**src/shared/aux_bus_pkg.sv**
```systemverilog
/*
 * Constants and carrier types for the auxiliary peripheral bus master.
 * Assumes one 125 MHz clock and host requests that are synchronous to it.
 */
// Overview of operation
// - Bus master with 16-bit two-way data and 6-bit address output.
// - Host address bits 7 to 2 drive the six auxiliary address lines.
// - Only data bits 15 to 0 move; byte enables must be 1100b.
// - Fixed default strobe timing, stretched while the peripheral is not ready.
// - Data, address, select and strobes share host-port pins; interrupt, ready, reset dedicated.
// - Chip select stays asserted throughout each access, deasserted otherwise.
// - Active-low read strobe; peripheral presents data by its rising edge.
// - Active-low write strobe; write data valid at its rising edge.
// - Active-low auxiliary reset output follows the global reset.
// - Write: select with address and data, pulse write strobe, then deselect.
// - Write strobe ends only after ready is sampled asserted.
// - Read: float data, hold read strobe until ready, then release and capture.
// - When idle the address and data lines are driven to stable values.
package aux_bus_pkg;

	// ************************************************************
	// Timing
	// ************************************************************
	localparam int CLK_PERIOD_NS = 8;
	localparam int SETUP_NS = 16;
	localparam int STROBE_NS = 40;
	localparam int HOLD_NS = 16;
	// Least times, so round up to whole cycles
	localparam logic [3:0] SETUP_CYC = 4'((SETUP_NS + CLK_PERIOD_NS - 1) / CLK_PERIOD_NS);
	localparam logic [3:0] STROBE_CYC = 4'((STROBE_NS + CLK_PERIOD_NS - 1) / CLK_PERIOD_NS);
	localparam logic [3:0] HOLD_CYC = 4'((HOLD_NS + CLK_PERIOD_NS - 1) / CLK_PERIOD_NS);

	// ************************************************************
	// Field positions and values
	// ************************************************************
	localparam int HOST_ADDR_LSB = 2;
	localparam int HOST_ADDR_MSB = 7;
	localparam logic [3:0] VALID_BE = 4'hc;
	localparam logic [5:0] ADDR_RST = 6'h00;
	localparam logic [15:0] DATA_RST = 16'h0000;

	typedef enum logic [3:0] {
		ST_IDLE = 4'h1,
		ST_SETUP = 4'h2,
		ST_STROBE = 4'h4,
		ST_HOLD = 4'h8
	} aux_state_t;

	// ************************************************************
	// Carriers
	// ************************************************************
	typedef struct packed {
		logic write;
		logic [31:0] addr;
		logic [3:0] be;
		logic [31:0] wdata;
	} aux_req_t;

	typedef struct packed {
		logic valid;
		logic error;
		logic [31:0] rdata;
	} aux_resp_t;

	// Shared pin group: host-port function or auxiliary function
	typedef struct packed {
		logic [15:0] data;
		logic data_oe;
		logic [5:0] addr;
		logic strobe;
		logic io5;
		logic io4;
	} shared_pins_t;

endpackage

```
**src/verilog/aux_bus_master.sv**
```systemverilog
/*
 * Auxiliary peripheral bus master: turns single-doubleword host requests
 * into strobed 16-bit reads and writes on pins shared with the host port.
 * Assumes the host holds a request until req_ready_o and all inputs are
 * synchronous to ref_clk_i.
 */
module aux_bus_master (
	input wire logic ref_clk_i,
	input wire logic rst_n_i,
	// Host request side
	input wire logic req_valid_i,
	input wire aux_bus_pkg::aux_req_t req_i,
	output logic req_ready_o,
	output aux_bus_pkg::aux_resp_t resp_o,
	// Host-port function of the shared pins
	input wire logic aux_mode_i,
	input wire aux_bus_pkg::shared_pins_t host_port_i,
	// Shared pins
	output aux_bus_pkg::shared_pins_t pins_o,
	input wire logic [15:0] pin_data_i,
	// Dedicated auxiliary pins
	input wire logic aux_ready_i,
	input wire logic aux_interrupt_i,
	output logic aux_interrupt_o,
	output logic aux_reset_n_o,
	// Observed auxiliary levels
	output logic aux_chip_select_n_o,
	output logic aux_read_strobe_n_o,
	output logic aux_write_strobe_n_o
);

	// ************************************************************
	// State
	// ************************************************************
	aux_bus_pkg::aux_state_t state_r;
	aux_bus_pkg::aux_state_t state_nxt;
	logic write_r;
	logic cs_n_r;
	logic rd_n_r;
	logic wr_n_r;
	logic data_oe_r;
	logic [5:0] addr_r;
	logic [15:0] wdata_r;
	aux_bus_pkg::aux_resp_t resp_r;
	logic accept;
	logic bad_be;
	logic timer_load;
	logic [3:0] timer_count;
	logic timer_done;
	logic strobe_end;

	assign accept = (state_r == aux_bus_pkg::ST_IDLE) && req_valid_i;
	assign bad_be = req_i.be != aux_bus_pkg::VALID_BE;
	// Ready is only looked at once the least strobe width has passed
	assign strobe_end = (state_r == aux_bus_pkg::ST_STROBE) && timer_done
		&& aux_ready_i;

	// ************************************************************
	// Sequencer
	// ************************************************************
	always_comb begin
		state_nxt = state_r;
		timer_load = 1'b0;
		timer_count = aux_bus_pkg::SETUP_CYC - 4'h1;
		case (state_r)
			aux_bus_pkg::ST_IDLE: begin
				if (accept && !bad_be) begin
					state_nxt = aux_bus_pkg::ST_SETUP;
					timer_load = 1'b1;
				end
			end
			aux_bus_pkg::ST_SETUP: begin
				if (timer_done) begin
					state_nxt = aux_bus_pkg::ST_STROBE;
					timer_load = 1'b1;
					timer_count = aux_bus_pkg::STROBE_CYC - 4'h1;
				end
			end
			aux_bus_pkg::ST_STROBE: begin
				if (strobe_end) begin
					state_nxt = aux_bus_pkg::ST_HOLD;
					timer_load = 1'b1;
					timer_count = aux_bus_pkg::HOLD_CYC - 4'h1;
				end
			end
			aux_bus_pkg::ST_HOLD: begin
				if (timer_done) begin
					state_nxt = aux_bus_pkg::ST_IDLE;
				end
			end
			default: begin
				state_nxt = aux_bus_pkg::ST_IDLE;
			end
		endcase
	end

	// One access at a time: new requests wait for idle
	always_ff @(posedge ref_clk_i or negedge rst_n_i) begin
		if (!rst_n_i) begin
			state_r <= aux_bus_pkg::ST_IDLE;
		end else begin
			state_r <= state_nxt;
		end
	end

	aux_phase_timer #(
		.W(4)
	) phase_timer (
		.ref_clk_i(ref_clk_i),
		.rst_n_i(rst_n_i),
		.load_i(timer_load),
		.count_i(timer_count),
		.done_o(timer_done)
	);

	// ************************************************************
	// Bus signals
	// ************************************************************
	always_ff @(posedge ref_clk_i or negedge rst_n_i) begin
		if (!rst_n_i) begin
			cs_n_r <= 1'b1;
		end else if (accept && !bad_be) begin
			cs_n_r <= 1'b0;
		end else if (state_r == aux_bus_pkg::ST_HOLD && timer_done) begin
			cs_n_r <= 1'b1;
		end
	end

	always_ff @(posedge ref_clk_i or negedge rst_n_i) begin
		if (!rst_n_i) begin
			rd_n_r <= 1'b1;
			wr_n_r <= 1'b1;
		end else if (state_r == aux_bus_pkg::ST_SETUP && timer_done) begin
			rd_n_r <= write_r;
			wr_n_r <= !write_r;
		end else if (strobe_end) begin
			rd_n_r <= 1'b1;
			wr_n_r <= 1'b1;
		end
	end

	// Address and write data only change at accept, so they stay stable idle
	always_ff @(posedge ref_clk_i or negedge rst_n_i) begin
		if (!rst_n_i) begin
			write_r <= 1'b0;
			addr_r <= aux_bus_pkg::ADDR_RST;
			wdata_r <= aux_bus_pkg::DATA_RST;
		end else if (accept && !bad_be) begin
			write_r <= req_i.write;
			addr_r <= req_i.addr[aux_bus_pkg::HOST_ADDR_MSB:aux_bus_pkg::HOST_ADDR_LSB];
			wdata_r <= req_i.wdata[15:0];
		end
	end

	// Data lines float only during a read; driven otherwise, also when idle
	always_ff @(posedge ref_clk_i or negedge rst_n_i) begin
		if (!rst_n_i) begin
			data_oe_r <= 1'b1;
		end else if (accept && !bad_be) begin
			data_oe_r <= req_i.write;
		end else if (state_r == aux_bus_pkg::ST_HOLD && timer_done) begin
			data_oe_r <= 1'b1;
		end
	end

	// ************************************************************
	// Host answer
	// ************************************************************
	always_ff @(posedge ref_clk_i or negedge rst_n_i) begin
		if (!rst_n_i) begin
			resp_r <= '0;
		end else begin
			resp_r.valid <= (accept && bad_be)
				|| (state_r == aux_bus_pkg::ST_HOLD && timer_done);
			if (accept && bad_be) begin
				resp_r.error <= 1'b1;
				resp_r.rdata <= '0;
			end else if (strobe_end) begin
				resp_r.error <= 1'b0;
				// Captured as the read strobe rises; upper half reads as zero
				resp_r.rdata <= write_r ? 32'h00000000 : {16'h0000, pin_data_i};
			end
		end
	end

	assign resp_o = resp_r;
	assign req_ready_o = (state_r == aux_bus_pkg::ST_IDLE);

	// ************************************************************
	// Pin sharing and dedicated pins
	// ************************************************************
	// The host-port owner must not claim the pins while an access runs
	always_comb begin
		if (aux_mode_i) begin
			pins_o.data = wdata_r;
			pins_o.data_oe = data_oe_r;
			pins_o.addr = addr_r;
			pins_o.strobe = cs_n_r;
			pins_o.io5 = rd_n_r;
			pins_o.io4 = wr_n_r;
		end else begin
			pins_o = host_port_i;
		end
	end

	assign aux_chip_select_n_o = cs_n_r;
	assign aux_read_strobe_n_o = rd_n_r;
	assign aux_write_strobe_n_o = wr_n_r;
	assign aux_reset_n_o = rst_n_i;
	assign aux_interrupt_o = aux_interrupt_i;
endmodule

```
**src/verilog/aux_phase_timer.sv**
```systemverilog
/*
 * Down counter that times one phase of an auxiliary access.
 * Assumes load is given on the edge that enters the phase.
 */
module aux_phase_timer #(
	parameter int W = 4
) (
	input wire logic ref_clk_i,
	input wire logic rst_n_i,
	input wire logic load_i,
	input wire logic [W-1:0] count_i,
	output logic done_o
);

	logic [W-1:0] cnt_r;

	always_ff @(posedge ref_clk_i or negedge rst_n_i) begin
		if (!rst_n_i) begin
			cnt_r <= '0;
		end else if (load_i) begin
			cnt_r <= count_i;
		end else if (cnt_r != '0) begin
			cnt_r <= cnt_r - W'(1);
		end
	end

	assign done_o = (cnt_r == '0);

endmodule
```
**config.mk**
```make
export PLATFORM = sky130hd
export DESIGN_NAME = aux_bus_master
export DESIGN_NICKNAME = d
export VERILOG_FILES = /design/src/shared/aux_bus_pkg.sv /design/src/verilog/aux_bus_master.sv /design/src/verilog/aux_phase_timer.sv
export SDC_FILE = /design/constraint.sdc
export NUM_CORES = 1
export LEC_CHECK = 0
export BUFFER_PORTS_ARGS = -buffer_cell sky130_fd_sc_hd__buf_2
export CAP_MARGIN = 30
export CELL_PAD_IN_SITES_DETAIL_PLACEMENT = 0
export CELL_PAD_IN_SITES_GLOBAL_PLACEMENT = 2
export CORE_AREA = 2 2 117 119
export CTS_CLUSTER_SIZE = 40
export DETAILED_ROUTE_END_ITERATION = 12
export DIE_AREA = 0 0 119 121
export GPL_TIMING_DRIVEN = 0
export PLACE_DENSITY = 0.83
export SETUP_SLACK_MARGIN = 0.1
export SYNTH_ARGS = -nofsm -noshare
export SYNTH_HDL_FRONTEND = slang
export SYNTH_SLANG_ARGS = --single-unit
```
**constraint.sdc**
```tcl
create_clock -name ref_clk_i -period 1.7 [get_ports ref_clk_i]
set_input_delay 0.085 -clock ref_clk_i [delete_from_list [all_inputs] [get_ports ref_clk_i]]
set_output_delay 0.085 -clock ref_clk_i [all_outputs]
set_load 0.005 [all_outputs]
```
==> results.json <==
{
  "grt-ovfl-total": 0,
  "end_kind": "register",
  "power.density_cell_area_nw_per_um2": 894,
  "postLayoutSetupSlackWorst_ns": 0.0700,
  "cpMaxStageDelayCell": "sky130_fd_sc_hd__dfrtp_2",
  "synth_top_cells_by_count": "48 x sky130_fd_sc_hd__dfrtp_1, 26 x sky130_fd_sc_hd__mux2_2, 23 x sky130_fd_sc_hd__mux2_4",
  "yosys.area_share.xor_xnor": 0.00307,
  "timing.final.crit_share": 0.959,
  "number_of_instances_in_the_synthesized_netlist": 237,
  "initial_core_util": 0.218,
  "synth_adder_area_share": 0.00878,
  "synth.distinct_cells": 40,
  "yosys.area.top_type": "sky130_fd_sc_hd__dfrtp_1",
  "die_height_um": 121,
  "dr.first_iter.drc_count": 122,
  "p_leak_nw": 2.09,
  "rsz0062_at_grt": "true",
  "synth_top_family_by_area": "multiplexers",
  "finalNonFillerCells": 574,
  "ys_async_sr_fraction": 1.00,
  "number_of_remaining_drc_errors": 0,
  "grt_first_pass_wirelength_um": 12100,
  "synth_most_common_cell": "sky130_fd_sc_hd__dfrtp_1",
  "wl_per_cell_um": 13.5,
  "timing.fmax_mhz": 614,
  "layout-drive-gt1-share": 0.628,
  "global_route.peak_usage_layer": "met2",
  "grtUsageMet1": 0.131,
  "antenna-diode-count": 0,
  "cell_rows": 42,
  "clk_transition_reported_paths_ns": 0.07,
  "synth-seq-cells": 53,
  "fp.dieArea_um2": 14400,
  "cpPeakStageDelay_ns": 0.46,
  "drt-pass1-iter-count": 4,
  "tritoncts": "built",
  "cts.sink_count": 53,
  "cts-buffers-inserted": 5,
  "yosys-top-cells-area": "sky130_fd_sc_hd__dfrtp_1 42%, sky130_fd_sc_hd__mux2_4 12%, sky130_fd_sc_hd__mux2_2 10%, sky130_fd_sc_hd__buf_4 5.0%, sky130_fd_sc_hd__dfstp_2 4.6%",
  "number_of_global_route_vias_before_repair": 2387,
  "boundaryPins": 183,
  "clkLatencyLatePin_ns": 0.29,
  "cts_htree_levels": 2,
  "critical_path_buf_inv_count": 1,
  "clock_skew_ns": 0.00576,
  "hold_ws_ns": 0.0176,
  "timing.final.hold_violations": 0,
  "grt_max_degree": 35,
  "synth_simple_gate_area_share": 0.141,
  "port_buffers": 122,
  "post-synth-top-area-fraction": 0.421,
  "timing.setup.critical_path_class": "register to register",
  "grt_antenna_before_repair": 0,
  "final_cell_area_um2": 4160,
  "core_area_um2": 13100,
  "critical_path.cell_chain": "nor4b_4, nand4_4, buf_8, mux2_4",
  "path_delay_family": "simple AND/OR/NAND/NOR gates",
  "drv_slew": 0,
  "dpl-instance-area_um2": 3770,
  "worstHoldPathType": "input pin to register",
  "synthesis.yosys.warnings": 0,
  "worst-endpoint-required_ns": 1.88,
  "global_route.usage.met3": 0.0301,
  "post_synthesis_compound_gate_area_fraction": 0.0706,
  "peakVddDrop_uv": 391,
  "cap_violations": 0,
  "grt_use_met2": 0.182,
  "cts-root-to-sink-buffers": 2,
  "finalSetupViolations": 0,
  "drtAntennaViolNets": 0,
  "finalNetCount": 517,
  "via_count": 2308,
  "critical_path.max_fanout": 10,
  "avgViaCountPerCell": 4.02,
  "synth.avg_cell_area_um2": 12.0,
  "die-width_um": 119,
  "run_status": "complete, no violations",
  "timing.critical_path.arrival_ns": 1.81,
  "postSynth.topFlopCell": "sky130_fd_sc_hd__dfrtp_1",
  "post-route-min-period_ns": 1.63,
  "worstSetupStartpointType": "register",
  "post_placement_worst_setup_slack_ns": -0.293,
  "areaGrowthSynthToFinish_pct": 45.8,
  "dp.cells": 551,
  "ys_seq_area_frac": 0.467,
  "synth_enable_flop_cells": 0,
  "fin_tns_setup_ns": 0,
  "synth_mux_area_frac": 0.224,
  "cts_root_buffer": "sky130_fd_sc_hd__clkbuf_16",
  "placer_s_final_routability_congestion_estimate": 0.736,
  "global_route_total_usage_across_every_layer": 0.107,
  "routed_wirelength_um": 7740,
  "synth.cell_area_um2": 2850,
  "post-dp-hpwl_um": 5860
}
[per-layer routing]
metal	vias up	wire length (µm)
met3	6	519
met5	-	0
met4	0	106
met2	73	3960
met1	1108	3150
li1	1121	-
[cell type report]
| class | instances | area, µm² |
|---|---|---|
| buffer | 30 | 255 |
| clock buffer | 6 | 139 |
| clock inverter | 1 | 7.51 |
| fill | 1365 | 8930 |
| inverter | 4 | 15.0 |
| multi-input combinational | 165 | 1400 |
| sequential | 53 | 1340 |
| tap | 176 | 220 |
| timing repair buffer | 139 | 782 |
[registers in the layout, summed over array words and instances (netlist names)]
signal,count
resp_o,18
wdata_r,16
addr_r,6
phase_timer.cnt_r,4
state_r,4
aux_chip_select_n_o,1
aux_read_strobe_n_o,1
aux_write_strobe_n_o,1
data_oe_r,1
write_r,1
[through the flow]
step | util | total power [mW]
after floorplan | - | 2.22
after CTS | 0.313 | 3.73
after detailed placement | 0.288 | 2.55
final | 0.318 | 3.72
after global routing | 0.318 | 3.95
after global placement | 0.286 | 2.52
[path summary, 6_finish.rpt]
kind                                         from                               to  slack (ns)  cells after the start
max in group asynchronous                 rst_n_i  aux_read_strobe_n_o$_DFFE_PN1P_        0.79                      3
min in group asynchronous                 rst_n_i          wdata_r[14]$_DFFE_PN0N_        0.29                      2
max reg2reg                state_r[2]$_DFFE_PN0P_          wdata_r[11]$_DFFE_PN0N_        0.07                      4
min reg2reg                resp_o[32]$_DFFE_PN0P_           resp_o[32]$_DFFE_PN0P_        0.49                      1
min                                     req_i[42]            addr_r[4]$_DFFE_PN0N_        0.02                      2
max                        state_r[2]$_DFFE_PN0P_          wdata_r[11]$_DFFE_PN0N_        0.07                      4
[layout by cell type, fill, tap and decap left out, types with 3 or more instances in the layout]
master	n
sky130_fd_sc_hd__clkbuf_16	5
sky130_fd_sc_hd__buf_12	3
sky130_fd_sc_hd__mux2_2	26
sky130_fd_sc_hd__buf_8	3
sky130_fd_sc_hd__a31oi_1	4
sky130_fd_sc_hd__buf_4	30
sky130_fd_sc_hd__a21oi_2	6
sky130_fd_sc_hd__nor2_1	8
sky130_fd_sc_hd__mux2_4	23
sky130_fd_sc_hd__dfrtp_1	46
sky130_fd_sc_hd__nor3_1	4
sky130_fd_sc_hd__nand2_1	19
sky130_fd_sc_hd__buf_2	124
sky130_fd_sc_hd__dfstp_2	5
sky130_fd_sc_hd__nand3b_1	16
sky130_fd_sc_hd__conb_1	16
sky130_fd_sc_hd__buf_6	6
sky130_fd_sc_hd__a21oi_1	12
[what timing repair did]
| action | in CTS | in global routing |
|---|---|---|
| hold buffers | 1 | 0 |
| setup buffers | 12 | 2 |
| hold endpoints to repair | 19 | 0 |
| gates cloned | 1 | 0 |
| pin swaps | 8 | 21 |
| endpoints found under the setup margin | 59 | 50 |
| gates resized for setup | 15 | 17 |
[power breakdown]
part           internal (mW)  total, mW  switching, mW
logic                  0.676       1.08          0.407
registers               1.45       1.60          0.145
clock network          0.579       1.04          0.457
total                   2.71       3.72           1.01
[logic make-up (layout without fill, tap and decap cells)]
kind of cell               Yosys count  count (layout)
buffers and inverters               34             180
adders and majority gates            2               2
xor gates and xnor gates             1               1
and+or+nand+nor                     63              63
other                                1              16
AOI/OAI and AO/OA                   34              34
DFF                                 53              53
muxes                               49              49
No activity file was read; power rests on OpenSTA's default activity.
